$ cat config.mk
export PLATFORM = sky130hd
export DESIGN_NAME = wdcr_top
export DESIGN_NICKNAME = d
export VERILOG_FILES = /design/src/hw/wdcr_pkg.sv /design/src/hw/wdcr_prescale.sv /design/src/hw/wdcr_top.sv
export SDC_FILE = /design/constraint.sdc
export NUM_CORES = 1
export LEC_CHECK = 0
export BUFFER_PORTS_ARGS = -buffer_cell sky130_fd_sc_hd__clkbuf_2
export CAP_MARGIN = 20
export CORE_UTILIZATION = 40
export DETAILED_ROUTE_END_ITERATION = 10
export GPL_TIMING_DRIVEN = 0
export HOLD_SLACK_MARGIN = 0.06
export PLACE_DENSITY_LB_ADDON = 0.12
export SETUP_SLACK_MARGIN = 0.02
export SKIP_CTS_REPAIR_TIMING = 1
export SLEW_MARGIN = 15
export SYNTH_ARGS = -nofsm -noshare
export SYNTH_HDL_FRONTEND = slang
export SYNTH_SLANG_ARGS = --single-unit
$ cat constraint.sdc
create_clock -name i_sys_clk -period 3.3 [get_ports i_sys_clk]
set_clock_uncertainty 0.15 [all_clocks]
set_input_delay 0.66 -clock i_sys_clk [delete_from_list [all_inputs] [get_ports i_sys_clk]]
set_output_delay 0.66 -clock i_sys_clk [all_outputs]
set_load 0.01 [all_outputs]
$ cat src/hw/wdcr_pkg.sv
// Behaviour
// Host software sets the watchdog period through the firmware call with sub-function 2, passing the time-out value as a byte.
// A configuration setting selects the length of one time-out count unit.
// Loading a non-zero value starts the count down from that value at the selected unit rate.
// When the running count reaches zero the watchdog fires a recovery action.
// The recovery action is either a cold system reset or a non-maskable interrupt, as configured.
// Host software reloads the value periodically, and each reload restarts the count from the new value.
// Loading zero disables the watchdog, stops the count and suppresses the expiry action.
// Host software refreshes with at least a ten percent margin below the time-out.
// Host software loads zero before a supervised program ends.
// The time-out value is an 8-bit count from 1 to 255 units, zero meaning disabled.
package wdcr_pkg;
  localparam int unsigned WDCR_CLK_HZ = 20000000;
  localparam int unsigned WDCR_UNIT_SEC = 1;
  localparam int unsigned WDCR_UNIT_MIN_SEC = 60;
  localparam int unsigned WDCR_SEC_CYCLES = WDCR_CLK_HZ * WDCR_UNIT_SEC;
  localparam int unsigned WDCR_MIN_CYCLES = WDCR_CLK_HZ * WDCR_UNIT_MIN_SEC;
  localparam int unsigned WDCR_CNT_W = 8;
  localparam int unsigned WDCR_PRE_W = 31;
  localparam logic [7:0] WDCR_CNT_RST = 8'h00;
  localparam int unsigned WDCR_RESET_PULSE_CYCLES = 16;
  typedef enum logic [2:0] {
    WDCR_IDLE = 3'b001,
    WDCR_RUN = 3'b010,
    WDCR_FIRED = 3'b100
  } wdcr_state_e;
endpackage

$ cat src/hw/wdcr_prescale.sv
`timescale 1ns/1ns
module wdcr_prescale
  import wdcr_pkg::*;
#(
  parameter int unsigned SEC_CYCLES = WDCR_SEC_CYCLES,
  parameter int unsigned MIN_CYCLES = WDCR_MIN_CYCLES
) (
  input wire logic i_sys_clk,
  input wire logic i_reset_n,
  input wire logic i_ce,
  input wire logic i_restart,
  input wire logic i_unit_min,
  output logic o_tick
);
  logic [WDCR_PRE_W-1:0] pre_ff;
  logic [WDCR_PRE_W-1:0] nxt_pre;
  logic [WDCR_PRE_W-1:0] last;
  logic tick_ff;
  logic nxt_tick;

  always_comb begin
    // Unit chosen by configuration
    last = i_unit_min ? WDCR_PRE_W'(MIN_CYCLES - 1) : WDCR_PRE_W'(SEC_CYCLES - 1);
    nxt_pre = pre_ff + 1'b1;
    nxt_tick = 1'b0;
    if (i_restart) begin
      nxt_pre = '0;
    end else if (pre_ff >= last) begin
      nxt_pre = '0;
      nxt_tick = 1'b1;
    end
  end

  always_ff @(posedge i_sys_clk) begin
    if (!i_reset_n) begin
      pre_ff <= '0;
      tick_ff <= 1'b0;
    end else if (i_ce) begin
      pre_ff <= nxt_pre;
      tick_ff <= nxt_tick;
    end
  end

  assign o_tick = tick_ff;
endmodule

$ cat src/hw/wdcr_top.sv
`timescale 1ns/1ns
module wdcr_top
  import wdcr_pkg::*;
#(
  parameter int unsigned SEC_CYCLES = WDCR_SEC_CYCLES,
  parameter int unsigned MIN_CYCLES = WDCR_MIN_CYCLES,
  parameter int unsigned RESET_PULSE_CYCLES = WDCR_RESET_PULSE_CYCLES
) (
  input wire logic i_sys_clk,
  input wire logic i_reset_n,
  input wire logic i_ce,
  input wire logic i_load,
  input wire logic [WDCR_CNT_W-1:0] i_timeout,
  input wire logic i_unit_min,
  input wire logic i_action_nmi,
  output logic o_running,
  output logic [WDCR_CNT_W-1:0] o_count,
  output logic o_expired,
  output logic o_sys_reset,
  output logic o_nmi
);
  wdcr_state_e state_ff;
  wdcr_state_e nxt_state;
  logic [WDCR_CNT_W-1:0] cnt_ff;
  logic [WDCR_CNT_W-1:0] nxt_cnt;
  logic running_ff;
  logic nxt_running;
  logic expired_ff;
  logic nxt_expired;
  logic rst_ff;
  logic nxt_rst;
  logic nmi_ff;
  logic nxt_nmi;
  logic [7:0] rst_len_ff;
  logic [7:0] nxt_rst_len;
  logic tick;
  logic restart;
  logic expire_now;

  // A zero time-out is the host's request to switch the watchdog off
  function automatic logic is_off(input logic [WDCR_CNT_W-1:0] value);
    return value == WDCR_CNT_RST;
  endfunction

  // Prescaler restarts on every load so the first unit is a full one
  assign restart = i_load | (state_ff != WDCR_RUN);

  wdcr_prescale #(
    .SEC_CYCLES(SEC_CYCLES),
    .MIN_CYCLES(MIN_CYCLES)
  ) i_wdcr_prescale (
    .i_sys_clk(i_sys_clk),
    .i_reset_n(i_reset_n),
    .i_ce(i_ce),
    .i_restart(restart),
    .i_unit_min(i_unit_min),
    .o_tick(tick)
  );

  // Expiry is decoded once so the flag, the interrupt and the reset pulse agree
  // A load in the same cycle as the last tick cancels the expiry
  always_comb begin
    expire_now = 1'b0;
    if (state_ff == WDCR_RUN && !i_load && tick && cnt_ff == 8'h01) begin
      expire_now = 1'b1;
    end
  end

  always_comb begin
    nxt_state = state_ff;
    unique case (state_ff)
      WDCR_IDLE, WDCR_FIRED: begin
        if (i_load && !is_off(i_timeout)) begin
          nxt_state = WDCR_RUN;
        end else if (i_load) begin
          nxt_state = WDCR_IDLE;
        end
      end
      WDCR_RUN: begin
        if (i_load && is_off(i_timeout)) begin
          nxt_state = WDCR_IDLE;
        end else if (expire_now) begin
          nxt_state = WDCR_FIRED;
        end
      end
      // Only a corrupted one-hot code lands here
      default: begin
        nxt_state = WDCR_IDLE;
      end
    endcase
  end

  always_ff @(posedge i_sys_clk) begin
    if (!i_reset_n) begin
      state_ff <= WDCR_IDLE;
    end else if (i_ce) begin
      state_ff <= nxt_state;
    end
  end

  // A zero load leaves the count at zero, matching the idle state
  always_comb begin
    nxt_cnt = cnt_ff;
    unique case (state_ff)
      WDCR_IDLE, WDCR_FIRED: begin
        if (i_load) begin
          nxt_cnt = i_timeout;
        end
      end
      WDCR_RUN: begin
        // A reload wins over a tick that lands in the same cycle
        if (i_load) begin
          nxt_cnt = i_timeout;
        end else if (tick) begin
          nxt_cnt = cnt_ff - 8'h01;
        end
      end
      default: begin
        nxt_cnt = WDCR_CNT_RST;
      end
    endcase
    nxt_running = (nxt_state == WDCR_RUN);
  end

  always_ff @(posedge i_sys_clk) begin
    if (!i_reset_n) begin
      cnt_ff <= WDCR_CNT_RST;
      running_ff <= 1'b0;
    end else if (i_ce) begin
      cnt_ff <= nxt_cnt;
      running_ff <= nxt_running;
    end
  end

  always_comb begin
    nxt_expired = expire_now;
    // Action is picked at expiry, so the host may switch it while counting
    nxt_nmi = expire_now & i_action_nmi;
  end

  always_ff @(posedge i_sys_clk) begin
    if (!i_reset_n) begin
      expired_ff <= 1'b0;
      nmi_ff <= 1'b0;
    end else if (i_ce) begin
      expired_ff <= nxt_expired;
      nmi_ff <= nxt_nmi;
    end
  end

  // The pulse is stretched so the board's reset logic sees a clean level;
  // a freeze through the clock enable stretches it further
  always_comb begin
    nxt_rst = rst_ff;
    nxt_rst_len = rst_len_ff;
    if (expire_now && !i_action_nmi) begin
      nxt_rst = 1'b1;
      nxt_rst_len = 8'(RESET_PULSE_CYCLES - 1);
    end else if (rst_len_ff != 8'h00) begin
      nxt_rst_len = rst_len_ff - 8'h01;
    end else begin
      nxt_rst = 1'b0;
    end
  end

  always_ff @(posedge i_sys_clk) begin
    if (!i_reset_n) begin
      rst_ff <= 1'b0;
      rst_len_ff <= 8'h00;
    end else if (i_ce) begin
      rst_ff <= nxt_rst;
      rst_len_ff <= nxt_rst_len;
    end
  end

  assign o_running = running_ff;
  assign o_count = cnt_ff;
  assign o_expired = expired_ff;
  assign o_sys_reset = rst_ff;
  assign o_nmi = nmi_ff;
endmodule

# Yosys cells after proc, flatten, opt, wreduce, memory -nomap -nowiden
# Cells that the tools add are included.
[totals]
ff_bits = 55
input_bits = 14
output_inout_bits = 12
word_cells = 59
[classes]
n_addsub = 3
order_cmp = 1
n_eq_ne = 9
muxes = 19
bitwise_logic = 2
n_reduce_logical = 16
[op_table]
columns = ["op", "count"]
rows = [
  ["$mux 31", 3],
  ["$mux 8", 5],
  ["$add 31x1->31 const B", 1],
  ["$ge 31x31->1", 1],
  ["$pmux 8 s2", 1],
  ["$sub 8x1->8 const B", 2],
  ["$mux 3", 4],
  ["$eq 8x1->1 const B", 1],
  ["$logic_not 8->1", 1],
  ["$reduce_bool 8->1", 1],
  ["$eq 3x2->1 const B", 2],
  ["$logic_and 1x1->1", 6],
  ["$ne 3x2->1 const B", 2],
  ["$pmux 3 s2", 1],
  ["$mux 1", 5],
  ["$ne 2x2->1 const B", 2],
  ["$reduce_and 2->1", 2],
  ["$eq 3x1->1 const B", 1],
  ["$eq 3x3->1 const B", 1],
  ["$logic_not 1->1", 3],
  ["$reduce_and 3->1", 1],
  ["$reduce_bool 2->1", 1],
  ["$reduce_or 2->1", 1],
  ["$and 1x1->1", 1],
  ["$or 1x1->1", 1],
]

# Logic depth before layout (Yosys ltp)
[logic_depth]
ltp_word = 9
ltp_mapped = 9
depth_no_buf = 8

# Cells and area by module
# A second synthesis with hierarchy kept.
[hier_totals]
cells_unflattened = 426
hier_area_um2 = 3594.7
[by_module_without_submodules]
columns = ["module", "n_inst", "cells_each", "area_each_um2", "seq_area_each_um2"]
rows = [
  ["wdcr_prescale", 1, 256, 2152.1, 640.6],
  ["wdcr_top", 1, 170, 1442.6, 460.4],
]

# Worst setup path before layout
# No wires, ideal clock.
[synth_timing]
path_type = "input to register"
from = "input i_unit_min"
to = "register i_wdcr_prescale.pre_ff[24]"
setup_time_ns = 0.087
arrival_time_ns = 2.658
required_ns = 3.063
slack_ns = 0.405
stages = 9
n_path_buf = 1
cell_sequence = "inv_1 -> ha_1 -> a2111o_1 -> a21oi_1 -> o31ai_2 -> a211oi_4 -> nand2_4 -> buf_2 -> o31ai_1"
[synth_via]
elab_chain_len = 4
[synth_rtl]
columns = ["element", "line", "source"]
rows = [
  ["from (decl)", "wdcr_top.sv:14", "input wire logic i_unit_min,"],
  ["$mux 31", "wdcr_prescale.sv:23", "last = i_unit_min ? WDCR_PRE_W'(MIN_CYCLES - 1) : WDCR_PRE_W'(SEC_CYCLES - 1);"],
  ["$ge 31x31->1", "wdcr_prescale.sv:28", "end else if (pre_ff >= last) begin"],
  ["$mux 31", "wdcr_prescale.sv:28", ""],
  ["$mux 31", "wdcr_prescale.sv:26", "if (i_restart) begin"],
  ["to (signal assigned)", "wdcr_prescale.sv:39", "pre_ff <= nxt_pre;"],
  ["to (decl)", "wdcr_prescale.sv:15", "logic [WDCR_PRE_W-1:0] pre_ff;"],
]
# No other way between the ends.
# A chain may end at the register's enable or synchronous reset.

# Final worst setup path
[layout_timing]
from = "input i_unit_min"
to = "register i_wdcr_prescale.pre_ff[27]"
# The elaborated chain is that of the path after synthesis.

==> Flow_metrics.wiki <==
{| class="wikitable"
! Metric !! Value
|-
| Number of buffers and inverters on the critical path || 5
|-
| Top cells by count, synth || sky130_fd_sc_hd__dfxtp_1, sky130_fd_sc_hd__nand2_1, sky130_fd_sc_hd__nor2_1
|-
| Clock tree from TritonCTS || built
|-
| Routed wirelength normalized by instance count || 16.8 um
|-
| Capturing point of the worst reg2reg path || i_wdcr_prescale.pre_ff[24]
|-
| Library cells used by synthesis || 66
|-
| Final Critical Period || 3.16 ns
|-
| Clock sinks || 55
|-
| Required time of the critical path || 3.35 ns
|-
| Outcome || finished, final reports clean
|-
| Count of inserted antenna diode cells || 0
|-
| Flop2flop setup slack || 0.44 ns
|-
| Worst setup startpoint || i_unit_min
|-
| Dpl hpwl || about 6800 um
|-
| Max-slew violation total from the final report || 0
|-
| Portion of synthesized cell area occupied by the leading cell type || ~32%
|-
| Post-route clock period utilization || 95.8%
|-
| Syn nets || 460
|-
| Final weighted congestion of routability-driven global placement || 0.851
|-
| Share of post-route cells with drive strength above 1 || about 14%
|-
| Buffers on Ports || 23
|-
| Area of the mapped netlist || about 3400 um^2
|-
| Number of cells traversed by the worst register-to-register path || 9
|-
| Count of standard-cell rows || 33
|-
| Number of clock buffers inserted by TritonCTS || 5
|-
| Worst path setup slack after routing || 0.139 ns
|-
| Horizontal die dimension || approximately 94 um
|-
| P_leak || 0.00139 uW
|-
| Post-synth EDFFs || 0
|-
| Number of antenna violations at the first check in global routing || 0
|-
| Congestion Overflow GR || 0
|-
| Layout overhead on the synthesized area || 12.6%
|-
| Max-cap check violation count || 0
|-
| End of the critical path || i_wdcr_prescale.pre_ff[27]
|-
| Prevailing post-synth register cell || sky130_fd_sc_hd__dfxtp_1
|-
| Share of synthesized registers carrying an async set or reset || 0%
|-
| Kind of end point of the critical path || flop
|-
| Master cell of the clock root buffer || sky130_fd_sc_hd__clkbuf_8
|-
| Clock transition time at the flip-flop clock pins of the worst setup and hold paths || 0.10 ns
|-
| Wire length of the first global-routing pass || 15,500 um
|-
| Warnings, synthesis || 0
|-
| Setup WS pre-CTS || -0.377 ns
|-
| Number of synthesized register bits || 55
|-
| Clock latency of the later-clocked register in the worst-skew pair || ~0.31 ns
|-
| Final Setup Violations || 0
|-
| Total non-filler cell area in the finished layout || 3830 um^2
|-
| Slew of the pin with the lowest slew margin || 0.874 ns
|-
| Total detailed-routing wirelength || around 9600 um
|-
| Kind of critical path || in2reg
|-
| Source of the worst register-to-register timing path || i_wdcr_prescale.pre_ff[13]
|-
| Largest fanout of any net on the critical path || 10
|-
| Number of nets at the end of the flow || 501
|-
| Worst IR Drop VDD || 0.000290 V
|-
| Worst Hold Slack || 0.322 ns
|-
| Ordered list of cells on the worst path || buf_2 -> clkinvlp_4 -> ha_1 -> nand3b_1 -> or4b_1 -> o31ai_4 -> a211oi_4 -> buf_4 -> buf_4 -> buf_2 -> a22oi_1 -> o41ai_2
|-
| Min-delay worst type || reg2reg
|-
| Max-Slew Margin vs Limit || 40.9%
|-
| Die Y || between 90 and 100 um
|-
| Total I/O pin count || 26
|-
| Initial standard-cell utilization of the core || 41.4%
|-
| Maximum level of the CTS H-tree || 2
|-
| Max Freq || 316 MHz
|-
| CP max-delay cell || sky130_fd_sc_hd__or4b_1
|-
| Biggest cell delay along the critical path || 0.57 ns
|-
| Most instantiated library cell after synthesis || sky130_fd_sc_hd__dfxtp_1
|-
| Worst endpoint data arrival time || about 3.2 ns
|-
| Via count of the first global-routing pass || 3,088
|-
| Total global routing track utilization || 22.4%
|-
| Post-synthesis instance total || ~430
|-
| Family with the most delay on the worst path || buffers and inverters
|-
| Pin count of the biggest net entering global routing || 18
|-
| Portion of the post-synthesis area used by sequential elements || 32.3%
|-
| Routed via count || 3,386
|-
| Post-synthesis average cell area || approximately 8 um^2
|-
| Cell taking the most area after synthesis || sky130_fd_sc_hd__dfxtp_1
|-
| Number of vias per cell || 5.90
|-
| Total die area || 8880 um^2
|-
| Cell area power density || 407 nW/um^2
|-
| Cells taking the most area after synthesis || sky130_fd_sc_hd__dfxtp_1, sky130_fd_sc_hd__ha_1, sky130_fd_sc_hd__nand2_1, sky130_fd_sc_hd__a21oi_1, sky130_fd_sc_hd__nor2_1
|-
| Count of final hold-check violations || 0
|-
| Detailed Routing Iterations Pass 1 || 4
|-
| Core ar. || ~8200 um^2
|-
| Post-route DRC violation count || 0
|-
| Number of cells on the critical path || 12
|-
| Buffers from clock root to sink, at most || 2
|-
| Number of instances on the worst hold path || 2
|-
| Total cell area at the placement stage || 3650 um^2
|-
| Number of violations reported at the end of detailed-routing iteration 0 || between 150 and 200
|-
| Crit path launch type || primary input
|-
| Routed Antenna Nets || 0
|}
-- stage by stage --
stage	TNS, ns	utilization, %	cells	total power [uW]
after floorplan	0	-	427	1080
after global placement	-5.97	44.4	555	1170
after detailed placement	-6.58	44.4	555	1180
after CTS	-0.150	45.5	563	1570
after global routing	-0.0127	46.7	574	1680
final	0	46.7	574	1560
-- per-layer routing --
metal	up-vias	routed length [um]	global-route usage [%]
met4	0	179	7.44
li1	1701	-	-
met1	1600	4700	31.6
met3	13	444	2.83
met5	-	0	0
met2	72	4300	34.7
-- tightest hold or removal path: stages, from the launching register on --
cell and delay [ns]:
sky130_fd_sc_hd__dfxtp_1 0.32, sky130_fd_sc_hd__nand2_1 0.06, sky130_fd_sc_hd__a21oi_1 0.05
-- cells by family after synthesis --
| family | after synthesis | synth area share (%) |
|---|---|---|
| fa+ha+maj | 19 | 6.98 |
| compound gates | 117 | 24.0 |
| simple gates | 195 | 30.5 |
| xor+xnor | 9 | 2.32 |
| buf+inv | 32 | 3.90 |
| flops | 55 | 32.3 |
-- placed cells by master, fill, tap and decap left out, types with 13 or more instances in the layout --
| cell type | synthesis | layout |
|---|---|---|
| sky130_fd_sc_hd__nor3_1 | 15 | 15 |
| sky130_fd_sc_hd__and3_1 | 13 | 13 |
| sky130_fd_sc_hd__nand2_1 | 49 | 49 |
| sky130_fd_sc_hd__clkbuf_2 | 0 | 24 |
| sky130_fd_sc_hd__nand3_1 | 21 | 21 |
| sky130_fd_sc_hd__nor2_1 | 32 | 32 |
| sky130_fd_sc_hd__ha_1 | 19 | 19 |
| sky130_fd_sc_hd__a21oi_1 | 28 | 28 |
| sky130_fd_sc_hd__dfxtp_1 | 55 | 55 |
| sky130_fd_sc_hd__a31oi_1 | 13 | 13 |
-- cell type report --
| type | count | area (um^2) |
|---|---|---|
| clock buffers | 5 | 68.8 |
| repair buffers | 34 | 195 |
| multi-input cells | 340 | 2180 |
| flip-flops and latches | 55 | 1100 |
| well taps | 105 | 131 |
| clock inverters | 3 | 18.8 |
| fillers | 829 | 4380 |
| inverters | 13 | 52.6 |
| plain buffers | 19 | 87.6 |
-- worst min path at each step --
stage	endpoint	from	slack (ns)
floorplan	i_wdcr_prescale.o_tick	i_wdcr_prescale.o_tick	0.31
global placement	o_expired	o_expired	0.31
detailed placement	o_running	o_running	0.31
CTS	o_running	o_running	0.33
global route	o_running	o_running	0.36
finish	o_running	o_running	0.32
-- state kept, by name, indices dropped and copies added, names as in the netlist --
| name | cells |
|---|---|
| i_wdcr_prescale.pre_ff | 31 |
| o_count | 8 |
| rst_len_ff | 8 |
| state_ff | 3 |
| i_wdcr_prescale.o_tick | 1 |
| o_expired | 1 |
| o_nmi | 1 |
| o_running | 1 |
| o_sys_reset | 1 |
-- where the power goes --
part / internal [uW] / switching (uW) / leakage (uW)
clock: 150 / 238 / 0.0000483
sequential: 717 / 53.0 / 0.000446
combinational: 176 / 228 / 0.000894
total: 1040 / 519 / 0.00139
Power figures use the tool's default switching activity.
